[config.mk]
export PLATFORM = sky130hd
export DESIGN_NAME = acrb_reg_bank
export DESIGN_NICKNAME = d
export VERILOG_FILES = /design/src/verilog/acrb_pkg.sv /design/src/verilog/acrb_byte_if.sv /design/src/verilog/acrb_i2c_link.sv /design/src/verilog/acrb_reg_bank.sv
export SDC_FILE = /design/constraint.sdc
export NUM_CORES = 1
export LEC_CHECK = 0
export ABC_AREA = 1
export BUFFER_PORTS_ARGS = -buffer_cell sky130_fd_sc_hd__buf_2
export CAP_MARGIN = 10
export CELL_PAD_IN_SITES_DETAIL_PLACEMENT = 1
export CELL_PAD_IN_SITES_GLOBAL_PLACEMENT = 1
export CORE_MARGIN = 2
export CORE_UTILIZATION = 30
export DETAILED_ROUTE_END_ITERATION = 7
export PLACE_DENSITY_LB_ADDON = 0.1
export SLEW_MARGIN = 20
export SYNTH_ARGS = -nofsm -noshare
export SYNTH_HDL_FRONTEND = slang
export SYNTH_SLANG_ARGS = --single-unit
[constraint.sdc]
create_clock -name clk_i -period 4.2 [get_ports clk_i]
set_input_delay 0.84 -clock clk_i [delete_from_list [all_inputs] [get_ports clk_i]]
set_output_delay 0.84 -clock clk_i [all_outputs]
set_load 0.02 [all_outputs]
[src/verilog/acrb_pkg.sv]
package acrb_pkg;
	// register bank shape
	localparam int REG_COUNT = 4;
	localparam int REG_W = 8;
	localparam int ADDR_W = 2;
	// register offsets
	localparam logic [1:0] OFS_INPUT_GAIN = 2'h0;
	localparam logic [1:0] OFS_RATE_MODE = 2'h1;
	localparam logic [1:0] OFS_STATUS_INTEGRITY = 2'h2;
	localparam logic [1:0] OFS_CURRENT_ROUTE = 2'h3;
	// reset values, all zero
	localparam logic [7:0] RST_VALUE = 8'h00;
	// host-writable bits per register
	localparam logic [7:0] WMASK_INPUT_GAIN = 8'hff;
	localparam logic [7:0] WMASK_RATE_MODE = 8'hff;
	localparam logic [7:0] WMASK_STATUS_INTEGRITY = 8'h7f;
	localparam logic [7:0] WMASK_CURRENT_ROUTE = 8'hfc;
	// input_gain_config fields
	localparam int INSEL_MSB = 7;
	localparam int INSEL_LSB = 4;
	localparam int GAIN_MSB = 3;
	localparam int GAIN_LSB = 1;
	localparam int BYPASS_BIT = 0;
	// rate_mode_config fields
	localparam int RATE_MSB = 7;
	localparam int RATE_LSB = 5;
	localparam int OPMODE_BIT = 4;
	localparam int CONV_BIT = 3;
	localparam int REF_MSB = 2;
	localparam int REF_LSB = 1;
	localparam int TEMP_BIT = 0;
	// status_integrity_config fields
	localparam int READY_BIT = 7;
	localparam int CNT_BIT = 6;
	localparam int INTEG_MSB = 5;
	localparam int INTEG_LSB = 4;
	localparam int BURN_BIT = 3;
	localparam int EXC_MSB = 2;
	localparam int EXC_LSB = 0;
	// current_route_config fields
	localparam int ROUTE1_MSB = 7;
	localparam int ROUTE1_LSB = 5;
	localparam int ROUTE2_MSB = 4;
	localparam int ROUTE2_LSB = 2;
	// command byte layout
	localparam int OP_MSB = 7;
	localparam int OP_LSB = 4;
	localparam int RR_MSB = 3;
	localparam int RR_LSB = 2;
	localparam logic [3:0] OP_READ_REGISTER = 4'h2;
	localparam logic [3:0] OP_WRITE_REGISTER = 4'h4;
	// serial byte framing
	localparam logic [3:0] BYTE_BITS = 4'h8;
	localparam int SLV_ADDR_W = 7;
	// link state, gray along the usual path
	typedef enum logic [2:0] {
		ACRB_L_IDLE = 3'b000,
		ACRB_L_ADDR = 3'b001,
		ACRB_L_ADDR_ACK = 3'b011,
		ACRB_L_RX = 3'b010,
		ACRB_L_RX_ACK = 3'b110,
		ACRB_L_TX = 3'b111,
		ACRB_L_TX_ACK = 3'b101
	} acrb_link_e;
	// command decoder state
	typedef enum logic [1:0] {
		ACRB_C_IDLE = 2'b00,
		ACRB_C_CMD = 2'b01,
		ACRB_C_DATA = 2'b11
	} acrb_cmd_e;
endpackage

[src/verilog/acrb_byte_if.sv]
`timescale 1ns/1ps
interface acrb_byte_if;
	logic frame_start; // start or repeated start pulse
	logic frame_stop; // stop pulse
	logic rx_valid; // one byte received in a write frame
	logic [7:0] rx_byte; // received byte
	logic rd_req; // next read byte wanted
	logic [7:0] tx_byte; // byte to send in read frame
	// serial side
	modport link (output frame_start, frame_stop, rx_valid, rx_byte, rd_req, input tx_byte);
	// command side
	modport core (input frame_start, frame_stop, rx_valid, rx_byte, rd_req, output tx_byte);
endinterface

[src/verilog/acrb_i2c_link.sv]
`timescale 1ns/1ps
module acrb_i2c_link (
	input wire logic clk_i,
	input wire logic rst_i,
	input wire logic [6:0] slave_addr_i,
	input wire logic scl_i,
	input wire logic sda_i,
	output logic sda_oe_n_o,
	acrb_byte_if.link bus
);
	acrb_pkg::acrb_link_e state, next_state; // link state
	logic scl_q, sda_q; // previous pin levels
	logic [7:0] shift, next_shift; // serial shift register
	logic [3:0] cnt, next_cnt; // bit counter
	logic rw, next_rw; // read frame flag
	logic drive, next_drive; // pulling sda low
	logic start_p, stop_p, rx_p, rd_p; // next pulse values
	logic start_q, stop_q, rx_q, rd_q; // registered pulses
	logic scl_rise, scl_fall, start_det, stop_det;

	// pin edge and condition detect
	assign scl_rise = scl_i & ~scl_q;
	assign scl_fall = ~scl_i & scl_q;
	assign start_det = scl_i & scl_q & sda_q & ~sda_i;
	assign stop_det = scl_i & scl_q & ~sda_q & sda_i;

	// next-state logic of the byte engine
	always_comb begin
		next_state = state;
		next_shift = shift;
		next_cnt = cnt;
		next_rw = rw;
		next_drive = drive;
		start_p = 1'b0;
		stop_p = 1'b0;
		rx_p = 1'b0;
		rd_p = 1'b0;
		if (stop_det) begin
			// stop ends everything
			next_state = acrb_pkg::ACRB_L_IDLE;
			next_drive = 1'b0;
			stop_p = 1'b1;
		end else if (start_det) begin
			// start or repeated start
			next_state = acrb_pkg::ACRB_L_ADDR;
			next_cnt = 4'h0;
			next_drive = 1'b0;
			start_p = 1'b1;
		end else begin
			case (state)
				acrb_pkg::ACRB_L_ADDR: begin
					if (scl_rise) begin
						next_shift = {shift[6:0], sda_i};
						next_cnt = cnt + 4'h1;
					end else if (scl_fall && cnt == acrb_pkg::BYTE_BITS) begin
						if (shift[7:1] == slave_addr_i) begin
							// matched: acknowledge
							next_rw = shift[0];
							next_drive = 1'b1;
							next_state = acrb_pkg::ACRB_L_ADDR_ACK;
							rd_p = shift[0];
						end else begin
							next_state = acrb_pkg::ACRB_L_IDLE;
						end
					end
				end
				acrb_pkg::ACRB_L_ADDR_ACK, acrb_pkg::ACRB_L_RX_ACK: begin
					if (scl_fall) begin
						next_cnt = 4'h0;
						if (rw) begin
							// first data bit of read byte
							next_shift = bus.tx_byte;
							next_drive = ~bus.tx_byte[7];
							next_state = acrb_pkg::ACRB_L_TX;
						end else begin
							next_drive = 1'b0;
							next_state = acrb_pkg::ACRB_L_RX;
						end
					end
				end
				acrb_pkg::ACRB_L_RX: begin
					if (scl_rise) begin
						next_shift = {shift[6:0], sda_i};
						next_cnt = cnt + 4'h1;
					end else if (scl_fall && cnt == acrb_pkg::BYTE_BITS) begin
						// byte done: hand over, acknowledge
						rx_p = 1'b1;
						next_drive = 1'b1;
						next_state = acrb_pkg::ACRB_L_RX_ACK;
					end
				end
				acrb_pkg::ACRB_L_TX: begin
					if (scl_fall) begin
						next_cnt = cnt + 4'h1;
						if (cnt + 4'h1 == acrb_pkg::BYTE_BITS) begin
							// release for host acknowledge
							next_drive = 1'b0;
							next_state = acrb_pkg::ACRB_L_TX_ACK;
						end else begin
							next_shift = {shift[6:0], 1'b0};
							next_drive = ~shift[6];
						end
					end
				end
				acrb_pkg::ACRB_L_TX_ACK: begin
					if (scl_rise) begin
						if (sda_i) begin
							// host nack: wait for stop
							next_state = acrb_pkg::ACRB_L_IDLE;
						end else begin
							rd_p = 1'b1;
						end
					end else if (scl_fall) begin
						next_cnt = 4'h0;
						next_shift = bus.tx_byte;
						next_drive = ~bus.tx_byte[7];
						next_state = acrb_pkg::ACRB_L_TX;
					end
				end
				default: begin
					next_state = acrb_pkg::ACRB_L_IDLE;
					next_drive = 1'b0;
				end
			endcase
		end
	end

	// link registers
	always_ff @(posedge clk_i or posedge rst_i) begin
		if (rst_i) begin
			state <= acrb_pkg::ACRB_L_IDLE;
			shift <= 8'h00;
			cnt <= 4'h0;
			rw <= 1'b0;
			drive <= 1'b0;
			scl_q <= 1'b1;
			sda_q <= 1'b1;
			start_q <= 1'b0;
			stop_q <= 1'b0;
			rx_q <= 1'b0;
			rd_q <= 1'b0;
		end else begin
			state <= next_state;
			shift <= next_shift;
			cnt <= next_cnt;
			rw <= next_rw;
			drive <= next_drive;
			scl_q <= scl_i;
			sda_q <= sda_i;
			start_q <= start_p;
			stop_q <= stop_p;
			rx_q <= rx_p;
			rd_q <= rd_p;
		end
	end

	// outputs
	assign sda_oe_n_o = ~drive;
	assign bus.frame_start = start_q;
	assign bus.frame_stop = stop_q;
	assign bus.rx_valid = rx_q;
	assign bus.rx_byte = shift;
	assign bus.rd_req = rd_q;
endmodule

[src/verilog/acrb_reg_bank.sv]
`timescale 1ns/1ps
// Behaviour
// - four byte registers, reached by register commands
// - reset loads every register with zero
// - power-down keeps all register values
// - fields of registers 00h and 01h
// - fields of 02h and 03h, 03h low bits zero
// - register 00h fully read-write, resets zero
// - read-only and read-write access classes
// - read command selects byte for next read frame
// - chained writes, each restarts filter and conversion
// - new result sets data ready flag
module acrb_reg_bank (
	input wire logic clk_i,
	input wire logic rst_i,
	input wire logic [6:0] slave_addr_i,
	input wire logic scl_i,
	input wire logic sda_i,
	output logic sda_o,
	output logic sda_oe_n_o,
	input wire logic powerdown_i,
	input wire logic conv_ready_i,
	input wire logic data_read_i,
	output logic [3:0] input_selector_o,
	output logic [2:0] gain_select_o,
	output logic amp_bypass_o,
	output logic [2:0] rate_select_o,
	output logic operating_mode_o,
	output logic conv_mode_o,
	output logic [1:0] ref_select_o,
	output logic temp_sensor_en_o,
	output logic data_ready_flag_o,
	output logic counter_en_o,
	output logic [1:0] integrity_mode_o,
	output logic burnout_en_o,
	output logic [2:0] excite_current_o,
	output logic [2:0] current1_route_o,
	output logic [2:0] current2_route_o,
	output logic filter_restart_o
);
	acrb_byte_if bus (); // link to command path

	// storage and its next values, one byte per register
	// kept as an array so the write path is one loop, not four copies
	logic [7:0] cfg [acrb_pkg::REG_COUNT]; // register storage
	logic [7:0] next_cfg [acrb_pkg::REG_COUNT];
	logic [7:0] wmask [acrb_pkg::REG_COUNT]; // writable bits per register
	acrb_pkg::acrb_cmd_e cstate, next_cstate; // command decoder state
	logic [1:0] wr_addr, next_wr_addr; // target of pending write
	logic [1:0] rd_addr, next_rd_addr; // register chosen for read
	logic [7:0] tx, next_tx; // byte offered to the link
	logic restart, next_restart; // filter restart pulse
	logic [3:0] opcode; // command high nibble
	logic [1:0] cmd_rr; // command register address

	// serial engine: bit timing, start and stop detection, acknowledge
	// the link only moves bytes; it knows nothing of commands or registers
	// its handshake pulses are registered, so the decoder sees them one clock late
	// a host must therefore leave several clocks in every scl phase
	// scl is taken as synchronous, so its levels are not filtered here
	acrb_i2c_link link (
		.clk_i(clk_i),
		.rst_i(rst_i),
		.slave_addr_i(slave_addr_i),
		.scl_i(scl_i),
		.sda_i(sda_i),
		.sda_oe_n_o(sda_oe_n_o),
		.bus(bus)
	);

	// writable masks; ready flag read-only, 03h low bits fixed
	// bits outside a mask keep their old value on a host write
	assign wmask[acrb_pkg::OFS_INPUT_GAIN] = acrb_pkg::WMASK_INPUT_GAIN;
	assign wmask[acrb_pkg::OFS_RATE_MODE] = acrb_pkg::WMASK_RATE_MODE;
	assign wmask[acrb_pkg::OFS_STATUS_INTEGRITY] = acrb_pkg::WMASK_STATUS_INTEGRITY;
	assign wmask[acrb_pkg::OFS_CURRENT_ROUTE] = acrb_pkg::WMASK_CURRENT_ROUTE;

	// command byte split
	// only the opcode nibble and register address matter; low two bits ignored
	assign opcode = bus.rx_byte[acrb_pkg::OP_MSB:acrb_pkg::OP_LSB];
	assign cmd_rr = bus.rx_byte[acrb_pkg::RR_MSB:acrb_pkg::RR_LSB];

	// command decoder next values
	// a start always re-arms the decoder, so a frame begins with a command
	// a write command waits for exactly one data byte, then a command again
	// a write command cut off by stop or repeated start is dropped
	// unknown opcodes are acked by the link but change nothing here
	// stop is tested first, so a stop always leaves the decoder idle
	always_comb begin
		next_cstate = cstate;
		next_wr_addr = wr_addr;
		next_rd_addr = rd_addr;
		next_restart = 1'b0;
		if (bus.frame_stop) begin
			// stop closes any chain
			next_cstate = acrb_pkg::ACRB_C_IDLE;
		end else if (bus.frame_start) begin
			// each frame opens with a command
			next_cstate = acrb_pkg::ACRB_C_CMD;
		end else if (bus.rx_valid) begin
			case (cstate)
				acrb_pkg::ACRB_C_CMD: begin
					// command byte: only two opcodes are decoded
					if (opcode == acrb_pkg::OP_WRITE_REGISTER) begin
						// remember the target, wait for its data byte
						next_wr_addr = cmd_rr;
						next_cstate = acrb_pkg::ACRB_C_DATA;
					end else if (opcode == acrb_pkg::OP_READ_REGISTER) begin
						// select the byte for the next read frame
						next_rd_addr = cmd_rr;
					end
				end
				acrb_pkg::ACRB_C_DATA: begin
					// data byte taken; next command may follow
					next_restart = 1'b1;
					next_cstate = acrb_pkg::ACRB_C_CMD;
				end
				default: begin
					// idle: bytes outside an addressed frame are ignored
					next_cstate = acrb_pkg::ACRB_C_IDLE;
				end
			endcase
		end
	end

	// register next values; commands and the ready flag inputs change them
	// storage has no power-down input on purpose: contents simply hold
	// the mask keeps read-only and fixed bits out of host writes
	// the ready flag is the only bit that hardware sets and someone clears
	// set is applied after clear, so a result in the clearing cycle is kept
	always_comb begin
		for (int i = 0; i < acrb_pkg::REG_COUNT; i++) begin
			next_cfg[i] = cfg[i];
			if (bus.rx_valid && cstate == acrb_pkg::ACRB_C_DATA &&
				wr_addr == i[1:0]) begin
				// masked host write
				next_cfg[i] = (cfg[i] & ~wmask[i]) | (bus.rx_byte & wmask[i]);
			end
		end
		// ready flag: clear on data read, new result wins
		if (data_read_i) begin
			next_cfg[acrb_pkg::OFS_STATUS_INTEGRITY][acrb_pkg::READY_BIT] = 1'b0;
		end
		if (conv_ready_i) begin
			next_cfg[acrb_pkg::OFS_STATUS_INTEGRITY][acrb_pkg::READY_BIT] = 1'b1;
		end
	end

	// read byte offered to link
	// captured when the read address matches and again at each host acknowledge
	// a byte is a snapshot: a flag set mid-byte shows in the next byte
	// the chosen register stays selected until the next read command
	always_comb begin
		next_tx = tx;
		if (bus.rd_req) begin
			next_tx = cfg[rd_addr];
		end
	end

	// one storage flop group per register
	// reset and power-up both land here; every register starts at zero
	// reset is asynchronous, so fields drop at once, not at the next edge
	// the ready flag clears with the rest, so no stale result survives
	for (genvar g = 0; g < acrb_pkg::REG_COUNT; g++) begin : g_reg
		always_ff @(posedge clk_i or posedge rst_i) begin
			if (rst_i) begin
				cfg[g] <= acrb_pkg::RST_VALUE;
			end else begin
				cfg[g] <= next_cfg[g];
			end
		end
	end

	// decoder and read path registers
	// pending addresses point at the first register after reset
	// restart is a one-clock pulse, low again unless another write lands
	always_ff @(posedge clk_i or posedge rst_i) begin
		if (rst_i) begin
			cstate <= acrb_pkg::ACRB_C_IDLE;
			wr_addr <= acrb_pkg::OFS_INPUT_GAIN;
			rd_addr <= acrb_pkg::OFS_INPUT_GAIN;
			tx <= acrb_pkg::RST_VALUE;
			restart <= 1'b0;
		end else begin
			cstate <= next_cstate;
			wr_addr <= next_wr_addr;
			rd_addr <= next_rd_addr;
			tx <= next_tx;
			restart <= next_restart;
		end
	end

	// byte for the link comes from a flop, never from live storage
	assign bus.tx_byte = tx;
	// open drain: only ever pulls low
	// the enable does the work; a released line rises by its pull-up
	assign sda_o = 1'b0;
	// one pulse per data byte written, even when the value is unchanged
	// this restarts the filter and any conversion in progress
	assign filter_restart_o = restart;

	// field outputs, straight from storage
	// they change one clock after the clock that sees scl fall
	// behind the last bit of a data byte
	assign input_selector_o = cfg[acrb_pkg::OFS_INPUT_GAIN][acrb_pkg::INSEL_MSB:acrb_pkg::INSEL_LSB];
	assign gain_select_o = cfg[acrb_pkg::OFS_INPUT_GAIN][acrb_pkg::GAIN_MSB:acrb_pkg::GAIN_LSB];
	assign amp_bypass_o = cfg[acrb_pkg::OFS_INPUT_GAIN][acrb_pkg::BYPASS_BIT];
	assign rate_select_o = cfg[acrb_pkg::OFS_RATE_MODE][acrb_pkg::RATE_MSB:acrb_pkg::RATE_LSB];
	assign operating_mode_o = cfg[acrb_pkg::OFS_RATE_MODE][acrb_pkg::OPMODE_BIT];
	assign conv_mode_o = cfg[acrb_pkg::OFS_RATE_MODE][acrb_pkg::CONV_BIT];
	assign ref_select_o = cfg[acrb_pkg::OFS_RATE_MODE][acrb_pkg::REF_MSB:acrb_pkg::REF_LSB];
	assign temp_sensor_en_o = cfg[acrb_pkg::OFS_RATE_MODE][acrb_pkg::TEMP_BIT];
	assign data_ready_flag_o = cfg[acrb_pkg::OFS_STATUS_INTEGRITY][acrb_pkg::READY_BIT];
	assign counter_en_o = cfg[acrb_pkg::OFS_STATUS_INTEGRITY][acrb_pkg::CNT_BIT];
	assign integrity_mode_o =
		cfg[acrb_pkg::OFS_STATUS_INTEGRITY][acrb_pkg::INTEG_MSB:acrb_pkg::INTEG_LSB];
	assign burnout_en_o = cfg[acrb_pkg::OFS_STATUS_INTEGRITY][acrb_pkg::BURN_BIT];
	assign excite_current_o =
		cfg[acrb_pkg::OFS_STATUS_INTEGRITY][acrb_pkg::EXC_MSB:acrb_pkg::EXC_LSB];
	assign current1_route_o =
		cfg[acrb_pkg::OFS_CURRENT_ROUTE][acrb_pkg::ROUTE1_MSB:acrb_pkg::ROUTE1_LSB];
	assign current2_route_o =
		cfg[acrb_pkg::OFS_CURRENT_ROUTE][acrb_pkg::ROUTE2_MSB:acrb_pkg::ROUTE2_LSB];
endmodule

# Yosys cells after proc, flatten, opt, wreduce, memory -nomap -nowiden
# Index checks and enable logic that the tools add are counted.
# W data, S select, Z words.
[totals] output_inout_bits=33 wordCells=180 ff_bits=70
[classes] n_addsub=1 order_cmp=1 n_eq_ne=39 n_reduce_logical=21 bitwise_logic=23 muxes=74
[ops] operator="$mux W8" count=10
[ops] operator="$mux W3" count=13
[ops] operator="$mux W1" count=34
[ops] operator="$pmux W8 S4" count=1
[ops] operator="$ne A4 B1 Y1 const B" count=7
[ops] operator="$mux W4" count=5
[ops] operator="$reduce_and A9 Y1" count=2
[ops] operator="$bmux W8 S2" count=1
[ops] operator="$pmux W4 S4" count=1
[ops] operator="$pmux W3 S5" count=1
[ops] operator="$not A1 Y1" count=13
[ops] operator="$ne A4 B4 Y1 const B" count=3
[ops] operator="$reduce_and A6 Y1" count=2
[ops] operator="$mux W2" count=5
[ops] operator="$ne A2 B1 Y1 const B" count=5
[ops] operator="$reduce_and A10 Y1" count=1
[ops] operator="$reduce_and A5 Y1" count=2
[ops] operator="$eq A3 B3 Y1 const B" count=3
[ops] operator="$eq A4 B4 Y1 const B" count=2
[ops] operator="$or A2 B8 Y8" count=1
[ops] operator="$or A8 B7 Y8" count=1
[ops] operator="$and A1 B1 Y1" count=7
[ops] operator="$eq A7 B7 Y1" count=1
[ops] operator="$eq A2 B2 Y1 const B" count=3
[ops] operator="other kinds (24)" count=35

# Longest topological paths before layout
[logic_depth] depth_word=8 depth_mapped=11

# Cells and area by module
# From an unflattened synthesis, not the netlist that was laid out.
[hier_totals] cells_unflattened=531 area_unflattened_um2=3867.5
[by_module_without_submodules] mod="acrb_reg_bank" seq_area_each_um2=1126.1 n_inst=1 cells_per_inst=267 area_per_inst_um2=2144.6
[by_module_without_submodules] mod="acrb_i2c_link" seq_area_each_um2=578.1 n_inst=1 cells_per_inst=264 area_per_inst_um2=1722.9

# Least setup slack after synthesis
# OpenSTA, ideal clock, no wires.
[synth_timing] kind="input-to-reg" from="input port sda_i" to="register link.state[1]" path_stages=10 n_path_buf=0 arrival_time_ps=1716 required_ps=4074 path_slack_ps=2357 setup_time_ps=126 cell_sequence="nor2_1 nand2_2 nand2_1 inv_1 nand2_1 nand2_1 nor2_1 nand3_1 nand2_1 o21ai_0"
[synth_between] elab_chain_len=4 word_cells_on_any_way=15 cone_classes="eq/ne (9); mux (2); bitwise (3); reduce/logical (1)"
[synth_rtl] element="start, declared" line_no="acrb_reg_bank.sv:18" rtl="input wire logic sda_i,"
[synth_rtl] element="$not A1 Y1" line_no="acrb_i2c_link.sv:24" rtl="assign start_det = scl_i & scl_q & sda_q & ~sda_i;"
[synth_rtl] element="$and A1 B1 Y1" line_no="acrb_i2c_link.sv:24"
[synth_rtl] element="$ne A5 B1 Y1 (no line) (tied with other cells)"
[synth_rtl] element="$reduce_and A9 Y1 (no line) or $mux W3 (tied branches)"
[synth_rtl] element="end signal, assigned" line_no="acrb_i2c_link.sv:131" rtl="state <= acrb_pkg::ACRB_L_IDLE;"
[synth_rtl] element="end signal, assigned" line_no="acrb_i2c_link.sv:143" rtl="state <= next_state;"
[synth_rtl] element="end, declared" line_no="acrb_i2c_link.sv:11" rtl="acrb_pkg::acrb_link_e state, next_state;"
# Several ways; a longest one is shown, not always the timed one.
# A chain may end at the register's enable or synchronous reset.

# Worst setup path after layout
[layout_timing] from="register rd_addr[0]" to="register tx[3], in the netlist bus.tx_byte[3]"
[layout_between] elab_chain_len=4
[layout_rtl] element="start, declared" line_no="acrb_reg_bank.sv:50" rtl="logic [1:0] rd_addr, next_rd_addr;"
[layout_rtl] element="start signal, assigned" line_no="acrb_reg_bank.sv:181" rtl="rd_addr <= acrb_pkg::OFS_INPUT_GAIN;"
[layout_rtl] element="start signal, assigned" line_no="acrb_reg_bank.sv:187" rtl="rd_addr <= next_rd_addr;"
[layout_rtl] element="$not A2 Y3 (implied by the code)" line_no="acrb_reg_bank.sv:156" rtl="next_tx = cfg[rd_addr];"
[layout_rtl] element="$bmux W8 S2" line_no="acrb_reg_bank.sv:156"
[layout_rtl] element="$mux W8 (implied by the code) (2 in series)" line_no="acrb_reg_bank.sv:156"
[layout_rtl] element="end signal, assigned" line_no="acrb_reg_bank.sv:182" rtl="tx <= acrb_pkg::RST_VALUE;"
[layout_rtl] element="end signal, assigned" line_no="acrb_reg_bank.sv:188" rtl="tx <= next_tx;"
[layout_rtl] element="end, declared" line_no="acrb_reg_bank.sv:51" rtl="logic [7:0] tx, next_tx;"
# Every way passes these cells. The select of a mux whose other input is x is not followed.

==> impl_metrics.csv <==
group,metric,value,unit
status,status,"complete, no violations",
setup_path,critical_path.max_stage_delay,0.67,ns
synth,synth_area_per_cell,8.015,um^2
place,dp_hpwl,6821,um
synth,synthesis.area,3358,um^2
timing,period_needed,1.930,ns
clocking,cts_root_buf,"clkbuf_8",
hold_path,min_to,"cstate[0]",
timing,relSlewSlack,59.99,%
power,p_leak,1.920,nW
grt,grt_overflow,0,
synth,synth_compound_area_share,15.80,%
hold_path,holdPathStages,1,
run,cap_violations,0,
power,finalPower,1.317,mW
cells_and_area,layout.cells.most_common,"nand2_1",
place,io_buffers,44,
timing,finalCritPeriodShare,45.94,%
clocking,clock_latency,0.37,ns
cells_and_area,fin_area,3880,um^2
floorplan,design.die.area,12060,um^2
cells_and_area,drive_gt1_share,18.84,%
synth,synth.top_cell.area_share,49.18,%
synth,synth_edf_count,0,
routing,vias_per_cell,4.773,
place,placed_cell_area,3704,um^2
setup_path,worstPathRequired,4.43,ns
synth,syn_inst,419,
routing,drt_iter0_drc,80,
synth,async_flop_share,100.0,%
synth,synthMuxAreaShare,0,%
setup_path,worst_path_max_delay_cell,"dfrtp_1",
clocking,cts_num_sinks,68,
setup_path,timing.rr.end,"bus.tx_byte[3]",
setup_path,rrSetupSlack,2.27,ns
timing,skew,0.01600,ns
cells_and_area,num-fill-cells,1351,
routing,num_vias,2897,
grt,grt_pass1_wl,15370,um
cells_and_area,n_antenna_cell,0,
routing,dr.pass1.iters,4,
clocking,cts_tree,"yes",
synth,synth-xor-area-share,1.304,%
synth,synth_top_cell_by_area,"dfrtp_1",
cells_and_area,fin_nets,479,
floorplan,die_y,109.8,um
synth,yosys-top-cells-area,"dfrtp_1 (49%), nand2_1 (11%), o21ai_0 (9.2%)",
timing,whs,0.4454,ns
setup_path,path_buf_inv,1,
setup_path,critPathArrivalTime,2.16,ns
setup_path,r2r_start,"rd_addr[0]",
timing,worst_slack,2.270,ns
synth,ys_seq_area_share,50.75,%
synth,synthesis.nets,435,
synth,synth_fa_ha_area_share,0.7452,%
routing,drt-total-wl,9262,um
timing,worst_pin_slew,0.5985,ns
setup_path,crit_chain,"clkinv_1, nor2_1, o32ai_1, nand2_1, o21ai_0",
cells_and_area,syn_to_final_growth,15.54,%
synth,ys.flop_type,"dfrtp_1",
routing,wire_per_inst,15.26,um
timing,max_freq,0.5182,GHz
clocking,cts_buffer_depth,2,
synth,synth_top_family_by_area,"simple AND/OR/NAND/NOR gates",
grt,grt_antenna_before_repair,0,
floorplan,ios,47,
clocking,cts-hold-fix-buffers,0,
power,powerDensity,339.3,nW/um^2
timing,setup_violations,0,
synth,synth_simple_gate_area_share,23.88,%
clocking,cts_buffers,9,
grt,track_usage,16.97,%
timing,slew_violations,0,
grt,grt_max_degree,28,
synth,ys_ff_latch,68,
clocking,post_cts_buffers,0,
floorplan,start_util,30.84,%
timing,finalHoldViolCount,0,
cells_and_area,layout_common_cells,"nand2_1 (98), dfrtp_1 (66), o21ai_0 (62)",
setup_path,worst-r2r-cell-count,5,
synth,synth_warnings,0,
power,vdd_drop_max,0.1212,mV
place,place_ws,1.927,ns
floorplan,fp-row-count,38,
hold_path,min_path_type,"reg2reg",
hold_path,min_from,"link.bus.frame_stop",
setup_path,crit_type,"reg2reg",
setup_path,cp-end-kind,"register",
routing,drc_errors,0,
floorplan,die_w,109.8,um
place,gp_congestion,0.8155,
clocking,cts_resized,0,
timing,setup_tns,0,ns
synth,synth_cell_types,37,
timing,rsz0062_at_grt,"no",
setup_path,worstPathMaxFanout,17,
setup_path,cp-start-kind,"register",
clocking,htree_num_levels,3,
clocking,cts.clk_slew.worst_paths,0.08,ns
grt,grt_pass1_vias,3045,
floorplan,core-area,10890,um^2
routing,final_antenna_net_count,0,
setup_path,crit_family,"flip-flops",
[per-layer routing]
metal	part of all wire [%]	vias to the layer above	global-route usage, %
met5	0	-	0
met4	1.8	0	7.052
met1	48	1405	21.17
met2	47	47	28.48
met3	3.3	14	3.379
li1	-	1431	-
[cell type report]
type / instances / area (um^2) / share of cell area [%]
Inverter: 49 / 183.9 / 4.740
Clock inverter: 4 / 25.02 / 0.6450
Clock buffer: 11 / 151.4 / 3.902
Sequential cell: 68 / 1704 / 43.92
Timing Repair Buffer: 46 / 235.2 / 6.063
Multi-Input combinational cell: 289 / 1405 / 36.21
Tap cell: 140 / 175.2 / 4.515
[Yosys cell counts, types with 2 or more instances]
| cell type | count |
|---|---|
| o32ai_1 | 5 |
| nor3_1 | 2 |
| o21ai_0 | 62 |
| o21ai_1 | 3 |
| ha_1 | 2 |
| clkbuf_1 | 9 |
| a31oi_1 | 3 |
| dfrtp_1 | 66 |
| a21oi_1 | 2 |
| inv_2 | 3 |
| clkinv_1 | 2 |
| nor4_1 | 2 |
| nor2_1 | 54 |
| nand2_2 | 7 |
| nor2_2 | 2 |
| nand2_1 | 98 |
| o21ai_2 | 9 |
| xnor2_1 | 4 |
| inv_1 | 44 |
| nand3_1 | 22 |
| dfstp_2 | 2 |
[state kept, by name (all words and copies together) (netlist names), 3 cells and up]
signal / flops
current1_route_o: 3
link.state: 3
gain_select_o: 3
rate_select_o: 3
excite_current_o: 3
link.cnt: 4
bus.tx_byte: 8
link.bus.rx_byte: 8
current2_route_o: 3
input_selector_o: 4
[kinds of logic after synthesis]
logic type,after synthesis
other cells,1
fa+ha+maj,2
buf+inv,62
xor+xnor,5
flops,68
simple gates,191
compound gates,90
[worst register-to-register path: cells and delay by family (launching register included)]
kind | cells | cell delay, ns
DFF | 1 | 0.67
buffers and inverters | 1 | 0.58
and+or+nand+nor | 2 | 0.33
AOI/OAI and AO/OA | 2 | 0.22
[power by group]
part / leakage, nW / internal (mW) / switching [mW]
logic: 0.900 / 0.0346 / 0.0783
registers: 0.934 / 0.674 / 0.0201
clock network: 0.0872 / 0.241 / 0.269
[worst max path at each step]
stage / startpoint / end / depth (start not counted)
after CTS: rd_addr[0] / bus.tx_byte[5] / 5
after floorplan: rst_i / amp_bypass_o / 1
after global routing: rd_addr[0] / bus.tx_byte[5] / 5
after detailed placement: sda_i / link.state[1] / 12
after global placement: sda_i / link.state[2] / 12
final: rd_addr[0] / bus.tx_byte[3] / 5
[stage by stage]
| stage | util, % | std cells |
|---|---|---|
| floorplan | - | 419 |
| global placement | 34.02 | 592 |
| finish | 35.64 | 607 |
| global route | 35.64 | 607 |
| CTS | 35.64 | 607 |
| detailed placement | 34.02 | 592 |
No activity file was read; power rests on OpenSTA's default activity.
